$ cat config.mk
export PLATFORM = sky130hd
export DESIGN_NAME = lfs_frame_status
export DESIGN_NICKNAME = d
export VERILOG_FILES = /design/src/logic/lfs_pkg.sv /design/src/logic/lfs_frame_status.sv
export SDC_FILE = /design/constraint.sdc
export NUM_CORES = 1
export LEC_CHECK = 0
export BUFFER_PORTS_ARGS = -buffer_cell sky130_fd_sc_hd__buf_2
export CAP_MARGIN = 20
export CORE_ASPECT_RATIO = 0.9
export CORE_UTILIZATION = 46
export CTS_CLUSTER_DIAMETER = 200
export DETAILED_ROUTE_END_ITERATION = 6
export GPL_TIMING_DRIVEN = 0
export PLACE_DENSITY = 0.72
export SYNTH_ARGS = -nofsm -noshare
export SYNTH_HDL_FRONTEND = slang
export SYNTH_SLANG_ARGS = --single-unit
$ cat constraint.sdc
create_clock -name clock -period 1.94 [get_ports clock]
set_input_delay 0.291 -clock clock [delete_from_list [all_inputs] [get_ports clock]]
set_output_delay 0.291 -clock clock [all_outputs]
set_load 0.01 [all_outputs]
$ cat src/logic/lfs_pkg.sv
// Package for the LIN frame status and sync measurement block.
// Holds register layouts, reset values, event carriers and the sync tick window.
// Assumes one core clock and a frame engine that supplies one-cycle event pulses.
package lfs_pkg;

  // ------------------------------------------------------------------
  // Register map
  // ------------------------------------------------------------------
  localparam logic [15:0] LFS_SYNC_PERIOD_ADDR = 16'h2084;  // Read-only sync period register.
  localparam logic [7:0]  LFS_SYNC_PERIOD_RST  = 8'h00;
  localparam logic [7:0]  LFS_STATUS_RST       = 8'h00;
  localparam logic [3:0]  LFS_CMD_RST          = 4'h0;

  // Command bit positions.
  localparam int LFS_CMD_TX_HEADER   = 0;
  localparam int LFS_CMD_TX_RESPONSE = 1;
  localparam int LFS_CMD_RX_HEADER   = 2;
  localparam int LFS_CMD_RX_RESPONSE = 3;

  // ------------------------------------------------------------------
  // Sync field timing in baud ticks
  // ------------------------------------------------------------------
  localparam int          LFS_BITS_PER_SYNC   = 8;
  localparam int          LFS_TICKS_PER_BIT   = 16;
  localparam logic [7:0]  LFS_SYNC_NOMINAL    = 8'(LFS_BITS_PER_SYNC * LFS_TICKS_PER_BIT);
  localparam logic [7:0]  LFS_SYNC_MIN        = 8'h006A;  // 106 ticks.
  localparam logic [7:0]  LFS_SYNC_MAX        = 8'h0098;  // 152 ticks.
  localparam logic [7:0]  LFS_FIRST_BYTE_NULL = 8'h0000;

  // Status register layout, bit 7 first.
  typedef struct packed {
    logic delim_fault;
    logic break_fault;
    logic rx_done;
    logic tx_done;
    logic rx_busy;
    logic tx_busy;
    logic first_byte_framing_flag;
    logic response_phase;
  } lfs_status_t;

  // Event pulses and levels from the frame engine.
  typedef struct packed {
    logic       baud_tick;    // One pulse per sixteenth of a bit.
    logic       sync_fall;    // Falling edge that starts the sync field.
    logic       sync_end;     // Last falling edge that closes the sync field.
    logic       hdr_start;    // Header transfer begins.
    logic       hdr_done;     // Header finished without error.
    logic       resp_start;   // Response transfer begins.
    logic       resp_done;    // Response finished without error.
    logic       error;        // Any frame error that aborts the frame.
    logic       in_break;     // Level: master is sending the break field.
    logic       in_delim;     // Level: master is sending the break delimiter.
    logic       line_rx;      // Level: bus read back.
    logic       byte_valid;   // Received response byte with its stop bit.
    logic [7:0] byte_data;
    logic       byte_stop;
  } lfs_evt_t;

endpackage : lfs_pkg

$ cat src/logic/lfs_frame_status.sv
// Status, command and sync-period measurement logic of a LIN frame engine.
// Assumes all inputs are synchronous to clock and event pulse fields are one-cycle pulses; in_break, in_delim and line_rx are levels.
//
// Overview of operation
// - Count baud ticks across the sync field into an 8-bit read-only value.
// - Accept a sync period only from 106 to 152 ticks inclusive.
// - Master header: low readback in delimiter sets delimiter fault, cleared at command end.
// - Master header: high readback in break sets break fault, cleared at command end.
// - Set receive done after sequences ending in response reception; clear on new command.
// - Set transmit done after sequences ending in a transmission; clear on new command.
// - Receiver active from header or response receive start until command end or error.
// - Transmitter active from header or response send start until command end or error.
// - After receive header, first byte 0x00 with low stop sets first-byte flag.
// - Clear first-byte flag at the falling edge starting the sync field.
// - First-byte flag never aborts the frame; software interprets it.
// - Phase bit low during header, high during response.
// - Sync out of window sets sync error, aborts frame, clears commands.
// - Software writes ones to start commands; hardware clears them on completion.
`timescale 1ns/1ps
module lfs_frame_status
  import lfs_pkg::*;
#(
  parameter int CNT_W = 8
) (
  input  wire logic        clock,
  input  wire logic        rst,
  input  wire lfs_evt_t    evt,
  input  wire logic        cmd_wr,
  input  wire logic [3:0]  cmd_wdata,
  output logic [3:0]       cmd_reg,
  output logic [CNT_W-1:0] sync_period_measure,
  output lfs_status_t      frame_engine_status,
  output logic             sync_error
);

  // ------------------------------------------------------------------
  // Elaboration check
  // ------------------------------------------------------------------
  if (CNT_W != 8) begin : g_bad_width
    $error("lfs_frame_status: the sync counter must be 8 bits wide");
  end

  // Saturating increment keeps an overlong field from wrapping into the window.
  function automatic logic [7:0] lfs_sat_inc(input logic [7:0] v, input logic en);
    lfs_sat_inc = (en && v != 8'h00FF) ? v + 8'h0001 : v;
  endfunction : lfs_sat_inc

  // ------------------------------------------------------------------
  // Sequence decode
  // ------------------------------------------------------------------
  logic       meas_reg;
  logic [7:0] cnt_reg;
  logic [7:0] cnt_next;
  logic       sync_bad;
  logic       hdr_only;
  logic       seq_done;
  logic       abort;
  logic       cmd_end;
  logic       new_cmd;
  logic       first_pend_reg;

  assign cnt_next = lfs_sat_inc(cnt_reg, evt.baud_tick);
  assign sync_bad = meas_reg && ((evt.sync_end && (cnt_next < LFS_SYNC_MIN || cnt_next > LFS_SYNC_MAX)) ||
                                 (!evt.sync_end && cnt_next > LFS_SYNC_MAX));
  assign hdr_only = evt.hdr_done && !cmd_reg[LFS_CMD_TX_RESPONSE] && !cmd_reg[LFS_CMD_RX_RESPONSE];
  assign seq_done = hdr_only || evt.resp_done;
  assign abort    = evt.error || sync_bad;
  assign cmd_end  = seq_done || abort;
  assign new_cmd  = cmd_wr && (cmd_wdata != LFS_CMD_RST);

  // ------------------------------------------------------------------
  // Sync measurement
  // ------------------------------------------------------------------
  // tick counting
  always_ff @(posedge clock) begin
    if (rst) begin
      meas_reg <= 1'b0;
      cnt_reg  <= 8'h0000;
    end else if (evt.sync_fall) begin
      meas_reg <= 1'b1;
      cnt_reg  <= 8'h0000;
    end else if (meas_reg) begin
      cnt_reg  <= cnt_next;
      meas_reg <= !(evt.sync_end || sync_bad);
    end
  end

  always_ff @(posedge clock) begin
    if (rst) begin
      sync_period_measure <= LFS_SYNC_PERIOD_RST;
    end else if (meas_reg && (evt.sync_end || sync_bad)) begin
      sync_period_measure <= cnt_next;
    end
  end

  always_ff @(posedge clock) begin
    if (rst) begin
      sync_error <= 1'b0;
    end else begin
      sync_error <= sync_bad;
    end
  end

  // ------------------------------------------------------------------
  // Command bits
  // ------------------------------------------------------------------
  // set by software, cleared by hardware; a fresh write wins over the clear.
  always_ff @(posedge clock) begin
    if (rst) begin
      cmd_reg <= LFS_CMD_RST;
    end else begin
      cmd_reg <= (cmd_reg & ~(abort ? 4'hF :
                              {evt.resp_done, evt.hdr_done, evt.resp_done, evt.hdr_done}))
                 | (cmd_wr ? cmd_wdata : 4'h0);
    end
  end

  // ------------------------------------------------------------------
  // Fault bits of a master header
  // ------------------------------------------------------------------
  logic brk_set;
  logic dlm_set;
  assign brk_set = cmd_reg[LFS_CMD_TX_HEADER] && frame_engine_status.tx_busy && evt.in_break && evt.line_rx;
  assign dlm_set = cmd_reg[LFS_CMD_TX_HEADER] && frame_engine_status.tx_busy && evt.in_delim && !evt.line_rx;

  always_ff @(posedge clock) begin
    if (rst) begin
      frame_engine_status.break_fault <= 1'b0;
      frame_engine_status.delim_fault <= 1'b0;
    end else begin
      frame_engine_status.break_fault <= brk_set || (frame_engine_status.break_fault && !cmd_end);
      frame_engine_status.delim_fault <= dlm_set || (frame_engine_status.delim_fault && !cmd_end);
    end
  end

  // ------------------------------------------------------------------
  // Done bits
  // ------------------------------------------------------------------
  logic rxd_set;
  logic txd_set;
  assign rxd_set = evt.resp_done && cmd_reg[LFS_CMD_RX_RESPONSE];
  assign txd_set = (hdr_only && cmd_reg[LFS_CMD_TX_HEADER]) || (evt.resp_done && cmd_reg[LFS_CMD_TX_RESPONSE]);

  // a new command clears, but a completion in the same cycle wins.
  always_ff @(posedge clock) begin
    if (rst) begin
      frame_engine_status.rx_done <= 1'b0;
      frame_engine_status.tx_done <= 1'b0;
    end else begin
      frame_engine_status.rx_done <= rxd_set || (frame_engine_status.rx_done && !new_cmd);
      frame_engine_status.tx_done <= txd_set || (frame_engine_status.tx_done && !new_cmd);
    end
  end

  // ------------------------------------------------------------------
  // Busy and phase
  // ------------------------------------------------------------------
  logic rxb_set;
  logic txb_set;
  assign rxb_set = (evt.hdr_start && cmd_reg[LFS_CMD_RX_HEADER]) || (evt.resp_start && cmd_reg[LFS_CMD_RX_RESPONSE]);
  assign txb_set = (evt.hdr_start && cmd_reg[LFS_CMD_TX_HEADER]) || (evt.resp_start && cmd_reg[LFS_CMD_TX_RESPONSE]);

  always_ff @(posedge clock) begin
    if (rst) begin
      frame_engine_status.rx_busy <= 1'b0;
      frame_engine_status.tx_busy <= 1'b0;
    end else begin
      frame_engine_status.rx_busy <= rxb_set || (frame_engine_status.rx_busy && !cmd_end);
      frame_engine_status.tx_busy <= txb_set || (frame_engine_status.tx_busy && !cmd_end);
    end
  end

  always_ff @(posedge clock) begin
    if (rst) begin
      frame_engine_status.response_phase <= 1'b0;
    end else if (evt.resp_start) begin
      frame_engine_status.response_phase <= 1'b1;
    end else if (evt.hdr_start || evt.resp_done || abort) begin
      frame_engine_status.response_phase <= 1'b0;
    end
  end

  // ------------------------------------------------------------------
  // First response byte after a received header
  // ------------------------------------------------------------------
  logic fb_set;
  assign fb_set = first_pend_reg && evt.byte_valid && evt.byte_data == LFS_FIRST_BYTE_NULL && !evt.byte_stop;

  // The pending mark arms only after a receive-header command finishes its header.
  always_ff @(posedge clock) begin
    if (rst) begin
      first_pend_reg <= 1'b0;
    end else if (evt.hdr_done && cmd_reg[LFS_CMD_RX_HEADER]) begin
      first_pend_reg <= 1'b1;
    end else if (evt.byte_valid || abort || evt.sync_fall) begin
      first_pend_reg <= 1'b0;
    end
  end

  // cleared at sync start; set wins.
  always_ff @(posedge clock) begin
    if (rst) begin
      frame_engine_status.first_byte_framing_flag <= 1'b0;
    end else begin
      frame_engine_status.first_byte_framing_flag <= fb_set ||
        (frame_engine_status.first_byte_framing_flag && !evt.sync_fall);
    end
  end
endmodule : lfs_frame_status

Word-level counts from Yosys, hierarchy flattened. Index checks and enable logic that the tools add are counted.

Add/subtract/negate cells: 1. $lt $le $gt $ge: 2. Eq/ne operators: 1. Multiplexer cells: 9. Bitwise logic cells: 3. Reduce and logical (&&, ||, !) cells: 65.

Operator list (count): logical AND 1 bit (31); logical OR 1 bit (20); zero test 1 bit (9); adder 8 x 1 -> 8 bit (second input constant) (1); > comparator 8 bit (second input constant) (1); zero test 8 bit (1); < comparator 8 x 7 -> 1 bit (second input constant) (1); 2-to-1 mux 4 bit (2); 2-to-1 mux 8 bit (1); != test 8 bit (second input constant) (1); 2-to-1 mux 1 bit (6); AND 4 bit (1); inverter 4 bit (1); bitwise OR 4 bit (1); nonzero test 2 bit (2); nonzero test 4 bit (1); OR reduction 2 bit (1).

Register bits after elaboration: 31. Input port bits: 28. Output and inout bits: 21. Logic and storage cells: 95.

Logic depth before layout (Yosys ltp).
Depth after elaboration: 13. Mapped depth: 9. Mapped depth without buffers: 7.

Worst setup path after synthesis. No wires, ideal clock.

Path type: register -> register. Start: register cnt_reg[0]. End: register frame_engine_status[3] (netlist bit). Library setup time: 0.134 ns. Arrival: 2.005 ns. Data required time: 1.806 ns. Path slack: -0.199 ns. Cell stages (with the launch flop): 10. Path buffers: 2. Clock period less this slack: 2.139 ns. Cells stage by stage: dfxtp_1 > ha_1 > buf_6 > nand3_1 > o211ai_2 > o21ai_1 > o311a_1 > a2111oi_4 > buf_6 > o22ai_1.

Longest elaborated chain between the ends: 13. Elaborated cells on any way between the ends: 16. Classes of those cells: add/sub: 1; order compare: 2; eq/ne: 1; mux: 1; reduce/logical: 11.

Ends and longest elaborated chain: from (decl) (line lfs_frame_status.sv:52) `logic [7:0] cnt_reg;`; from (signal assigned) (line lfs_frame_status.sv:83) `cnt_reg <= cnt_next;`; branches (longest 2 deep; another with adder 8 x 1 -> 8 bit); 2-to-1 mux 8 bit (*) (line lfs_frame_status.sv:45) `lfs_sat_inc = (en && v != 8'h00FF) ? v + 8'h0001 : v;`; < comparator 8 x 7 -> 1 bit or > comparator 8 bit (tied branches) (line lfs_frame_status.sv:63, lfs_frame_status.sv:64); logical OR 1 bit (line lfs_frame_status.sv:63) `assign sync_bad = meas_reg && ((evt.sync_end && (cnt_next < LFS_SYNC_MIN || cnt_next > LFS_SYNC_MAX)) ||`; logical AND 1 bit (line lfs_frame_status.sv:63); logical OR 1 bit (*) (line lfs_frame_status.sv:63); logical AND 1 bit (*) (line lfs_frame_status.sv:63); logical OR 1 bit (*) (line lfs_frame_status.sv:67) `assign abort = evt.error || sync_bad;`; logical OR 1 bit (*) (line lfs_frame_status.sv:68) `assign cmd_end = seq_done || abort;`; zero test 1 bit (*) (line lfs_frame_status.sv:168) `frame_engine_status.rx_busy <= rxb_set || (frame_engine_status.rx_busy && !cmd_end);`; logical AND 1 bit (*) (line lfs_frame_status.sv:168); logical OR 1 bit (*) (line lfs_frame_status.sv:168); to (decl) (line lfs_frame_status.sv:32) `output lfs_status_t frame_engine_status,`.

Every way passes the cells marked *. A chain may end at the register's enable or synchronous reset.

Final worst setup path.
Start: register cnt_reg[1]. End: register sync_period_measure[1].

Longest elaborated chain between the ends: 10. Elaborated cells on any way between the ends: 13. Classes of those cells: add/sub: 1; order compare: 2; eq/ne: 1; mux: 1; reduce/logical: 8.

Ends and longest elaborated chain: branches (longest 2 deep; another with adder 8 x 1 -> 8 bit); 2-to-1 mux 8 bit (*) (line lfs_frame_status.sv:45); < comparator 8 x 7 -> 1 bit or > comparator 8 bit (tied branches) (line lfs_frame_status.sv:63, lfs_frame_status.sv:64); logical OR 1 bit (line lfs_frame_status.sv:63); logical AND 1 bit (line lfs_frame_status.sv:63); logical OR 1 bit (line lfs_frame_status.sv:63); logical AND 1 bit (line lfs_frame_status.sv:63); logical OR 1 bit (line lfs_frame_status.sv:91) `end else if (meas_reg && (evt.sync_end || sync_bad)) begin`; logical AND 1 bit (line lfs_frame_status.sv:91); to (signal assigned) (line lfs_frame_status.sv:92) `sync_period_measure <= cnt_next;`; to (decl) (line lfs_frame_status.sv:31) `output logic [CNT_W-1:0] sync_period_measure,`.

Marked as above.

==> results_dict.tcl <==
set metrics [dict create \
    status "finished, violations left" \
    violations "setup timing" \
    wl_met3_um 194 \
    synthFlopType "dfxtp_1" \
    max-slew-margin-rel_pct 55.2 \
    synth_top_cell_by_area "dfxtp_1" \
    grt_max_degree 11 \
    vdd_ir_drop_max_mv 0.490 \
    combinationalPowerShare_pct 12.0 \
    drt-initial-drc-count 82 \
    critPathMaxFanout 8 \
    cts_root_buf "clkbuf_8" \
    instances_no_fill 316 \
    netlist-cell-type-count 54 \
    core_sq_mm 0.00345 \
    fmax_mhz 470 \
    holdBufCountCts 0 \
    grt_antenna_before_repair 0 \
    place_area_sq_mm 0.00205 \
    end_kind "flop" \
    cellPowerDensity_mw_per_mm2 597 \
    pwr-share-clk_pct 40.0 \
    leakage_nw 0.919 \
    ys_warn_count 0 \
    clock_latency_ns 0.28 \
    path_class "reg2reg" \
    final_max_slew_viol_count 0 \
    start_util_pct 49.5 \
    yosysSeqAreaShare_pct 36.3 \
    placedCellCount 298 \
    cp_slowest_cell "o311ai_2" \
    top_layer "met4" \
    dp_hpwl_um 3160 \
    finalSetupViolCount 20 \
    wl_per_cell_um 14.5 \
    cap_violations 0 \
    cts.sinks 31 \
    fin_crit_sh_pct 110 \
    synth-edff-count 0 \
    cts_buffer_depth 2 \
    numCtsBuffers 5 \
    synth_top_area_share_pct 36.3 \
    grt_first_pass_wirelength_um 7270 \
    finalHoldViolCount 0 \
    io_pins 49 \
    grt_setup_unrepaired "true" \
    cts_tree "built" \
    grt.overflow.total 0 \
    internal_power_mw 1.05 \
    dr.pass1.iters 5 \
    synth_seq_cells 31 \
    crit_required_ns 2.12 \
    drive_gt1_share_pct 36.8 \
    wl_met2_um 2060 \
    viasPerCell 5.65 \
    crit_chain "ha_4 > buf_8 > nand3_4 > o211ai_4 > o21ai_4 > o311ai_2 > a21oi_1 > a311oi_1" \
    p_seq_share_pct 48.0 \
    holdWs_ns 0.240 \
    finalPower_mw 1.39 \
    synthCells 206 \
    portBuffers 48 \
    multiInputGateArea_sq_mm 0.00110 \
    register_area_sq_um 629 \
    finalWeightedCongestion 0.879 \
    fillerInstances 274 \
    row_count 20 \
    fin_area_sq_mm 0.00232 \
    wl_um 4580 \
    die_y_um 59.9 \
    clk_pin_slew_worst_paths_ns 0.07 \
    synthArstFlopShare_pct 0 \
    via_count 1784 \
    hold_path_class "in2reg" \
    wl_met1_um 2300 \
    arrival_ns 2.30 \
    period_minus_slack_ns 2.13 \
    grt_use_total_pct 24.5 \
    syn-cell-area_sq_mm 0.00171 \
    postLayoutSetupSlackWorst_ns -0.189 \
    grt_pass1_vias 1535 \
    htreeDepth 2 \
    fin_tns_setup_ns -2.63 \
    antenna_cells 0 \
    avgSynthCellArea_sq_um 8.30 \
    syn_nets 235 \
    areaGrowthSynthToFinish_pct 35.6 \
    worst_pin_slew_ns 0.671 \
    p_sw_mw 0.337 \
    cp_num_buf_inv 1 \
    drcViolationCount 0 \
    ant_nets 0 \
    ys_top_cells_by_area "dfxtp_1 (36%), o21ai_0 (4.4%), nor2_1 (4.2%)" \
    cp-start-kind "flop" \
    die_area_sq_mm 0.00397 \
    path_delay_family "compound AO/OA/AOI/OAI gates" \
    skew_ns 0.00669 \
    die_w_um 66.3 \
    switching_share_pct 24.3 \
    nets 300 \
    slowest_delay_ns 0.58 \
]
-- per-stage QoR --
stage | worst slack (ns) | utilization [%]
after floorplan | -0.0484 | -
after global placement | -0.299 | 59.5
after detailed placement | -0.295 | 59.5
after CTS | -0.150 | 66.8
after global routing | -0.309 | 67.2
final | -0.189 | 67.2
-- per-layer routing --
layer	vias to the layer above	track usage [%]
li1	905	-
met1	829	35.4
met2	46	36.6
met3	4	5.34
met4	0	6.38
met5	-	0
-- logic make-up (layout without fill, tap and decap cells) --
family	after synthesis	in the layout	share of synthesized area [%]
and+or+nand+nor	89	89	28.5
adders and majority gates	1	1	0.731
DFF	31	31	36.3
xor gates and xnor gates	5	5	2.56
muxes	4	4	2.41
AOI/OAI and AO/OA	59	59	24.4
buffers and inverters	17	83	5.05
-- worst reg2reg max path, stage by stage (launching register included) --
cell      delay, ns
dfxtp_2        0.35
ha_4           0.16
buf_8          0.11
nand3_4        0.09
o211ai_4       0.20
o21ai_4        0.11
o311ai_2       0.58
a21oi_1        0.14
a311oi_1       0.29
-- final timing paths --
check | startpoint | endpoint | slack, ns | cells after the start
max | cnt_reg[1] | sync_period_measure[1] | -0.19 | 8
max reg2reg | cnt_reg[1] | sync_period_measure[1] | -0.19 | 8
min | evt[19] | meas_reg | 0.24 | 3
min reg2reg | frame_engine_status[4] | frame_engine_status[4] | 0.46 | 2
-- placed cells by master, fill, tap and decap left out, types with 4 or more instances in the layout --
cell type and instances:
buf_4 10, inv_1 5, a21oi_1 13, nor2_1 18, o21ai_1 8, clkbuf_1 6
and3_1 4, nand3b_1 5, o21ai_0 7, dfxtp_1 24, nor3_1 4, nand3_1 8
buf_2 50, nand2_1 18, dfxtp_2 7, clkbuf_8 7
-- cell usage after synthesis, drive strengths merged, types with 2 or more instances --
cell type	count
dfxtp	31
nand2	19
nor2	19
o21ai	16
a21oi	14
nand3	10
buf	6
clkbuf	6
inv	5
nand3b	5
and3	4
nor3	4
o211ai	4
a22oi	3
mux2i	3
nand4	3
nand4b	3
nor2b	3
o22ai	3
o41ai	3
or2	3
or4	3
xor2	3
a211oi	2
a311oi	2
a32oi	2
and4	2
nand2b	2
nor4	2
o311a	2
o311ai	2
xnor2	2
-- layout make-up --
class	count	share of cell area (%)
multi-input combinational	158	47.3
inverter	5	0.809
timing repair buffer	58	14.7
sequential	31	27.1
buffer	12	3.40
clock buffer	8	4.32
tap	44	2.37
-- power groups by stage --
stage                     Combinational, mW  Sequential [mW]  Clock [mW]
final                                 0.167            0.665       0.554
after global routing                  0.182            0.666       0.590
after CTS                             0.164            0.665       0.558
after detailed placement              0.157            0.678           0
after global placement                0.157            0.678           0
after floorplan                      0.0840            0.683           0
-- repair_timing --
item	4_1_cts	5_1_grt
buffers inserted	9	0
setup endpoints to repair	20	20
gates resized for setup	16	8
gates cloned	1	0
pin swaps	2	1
No activity file was read; power rests on OpenSTA's default activity.
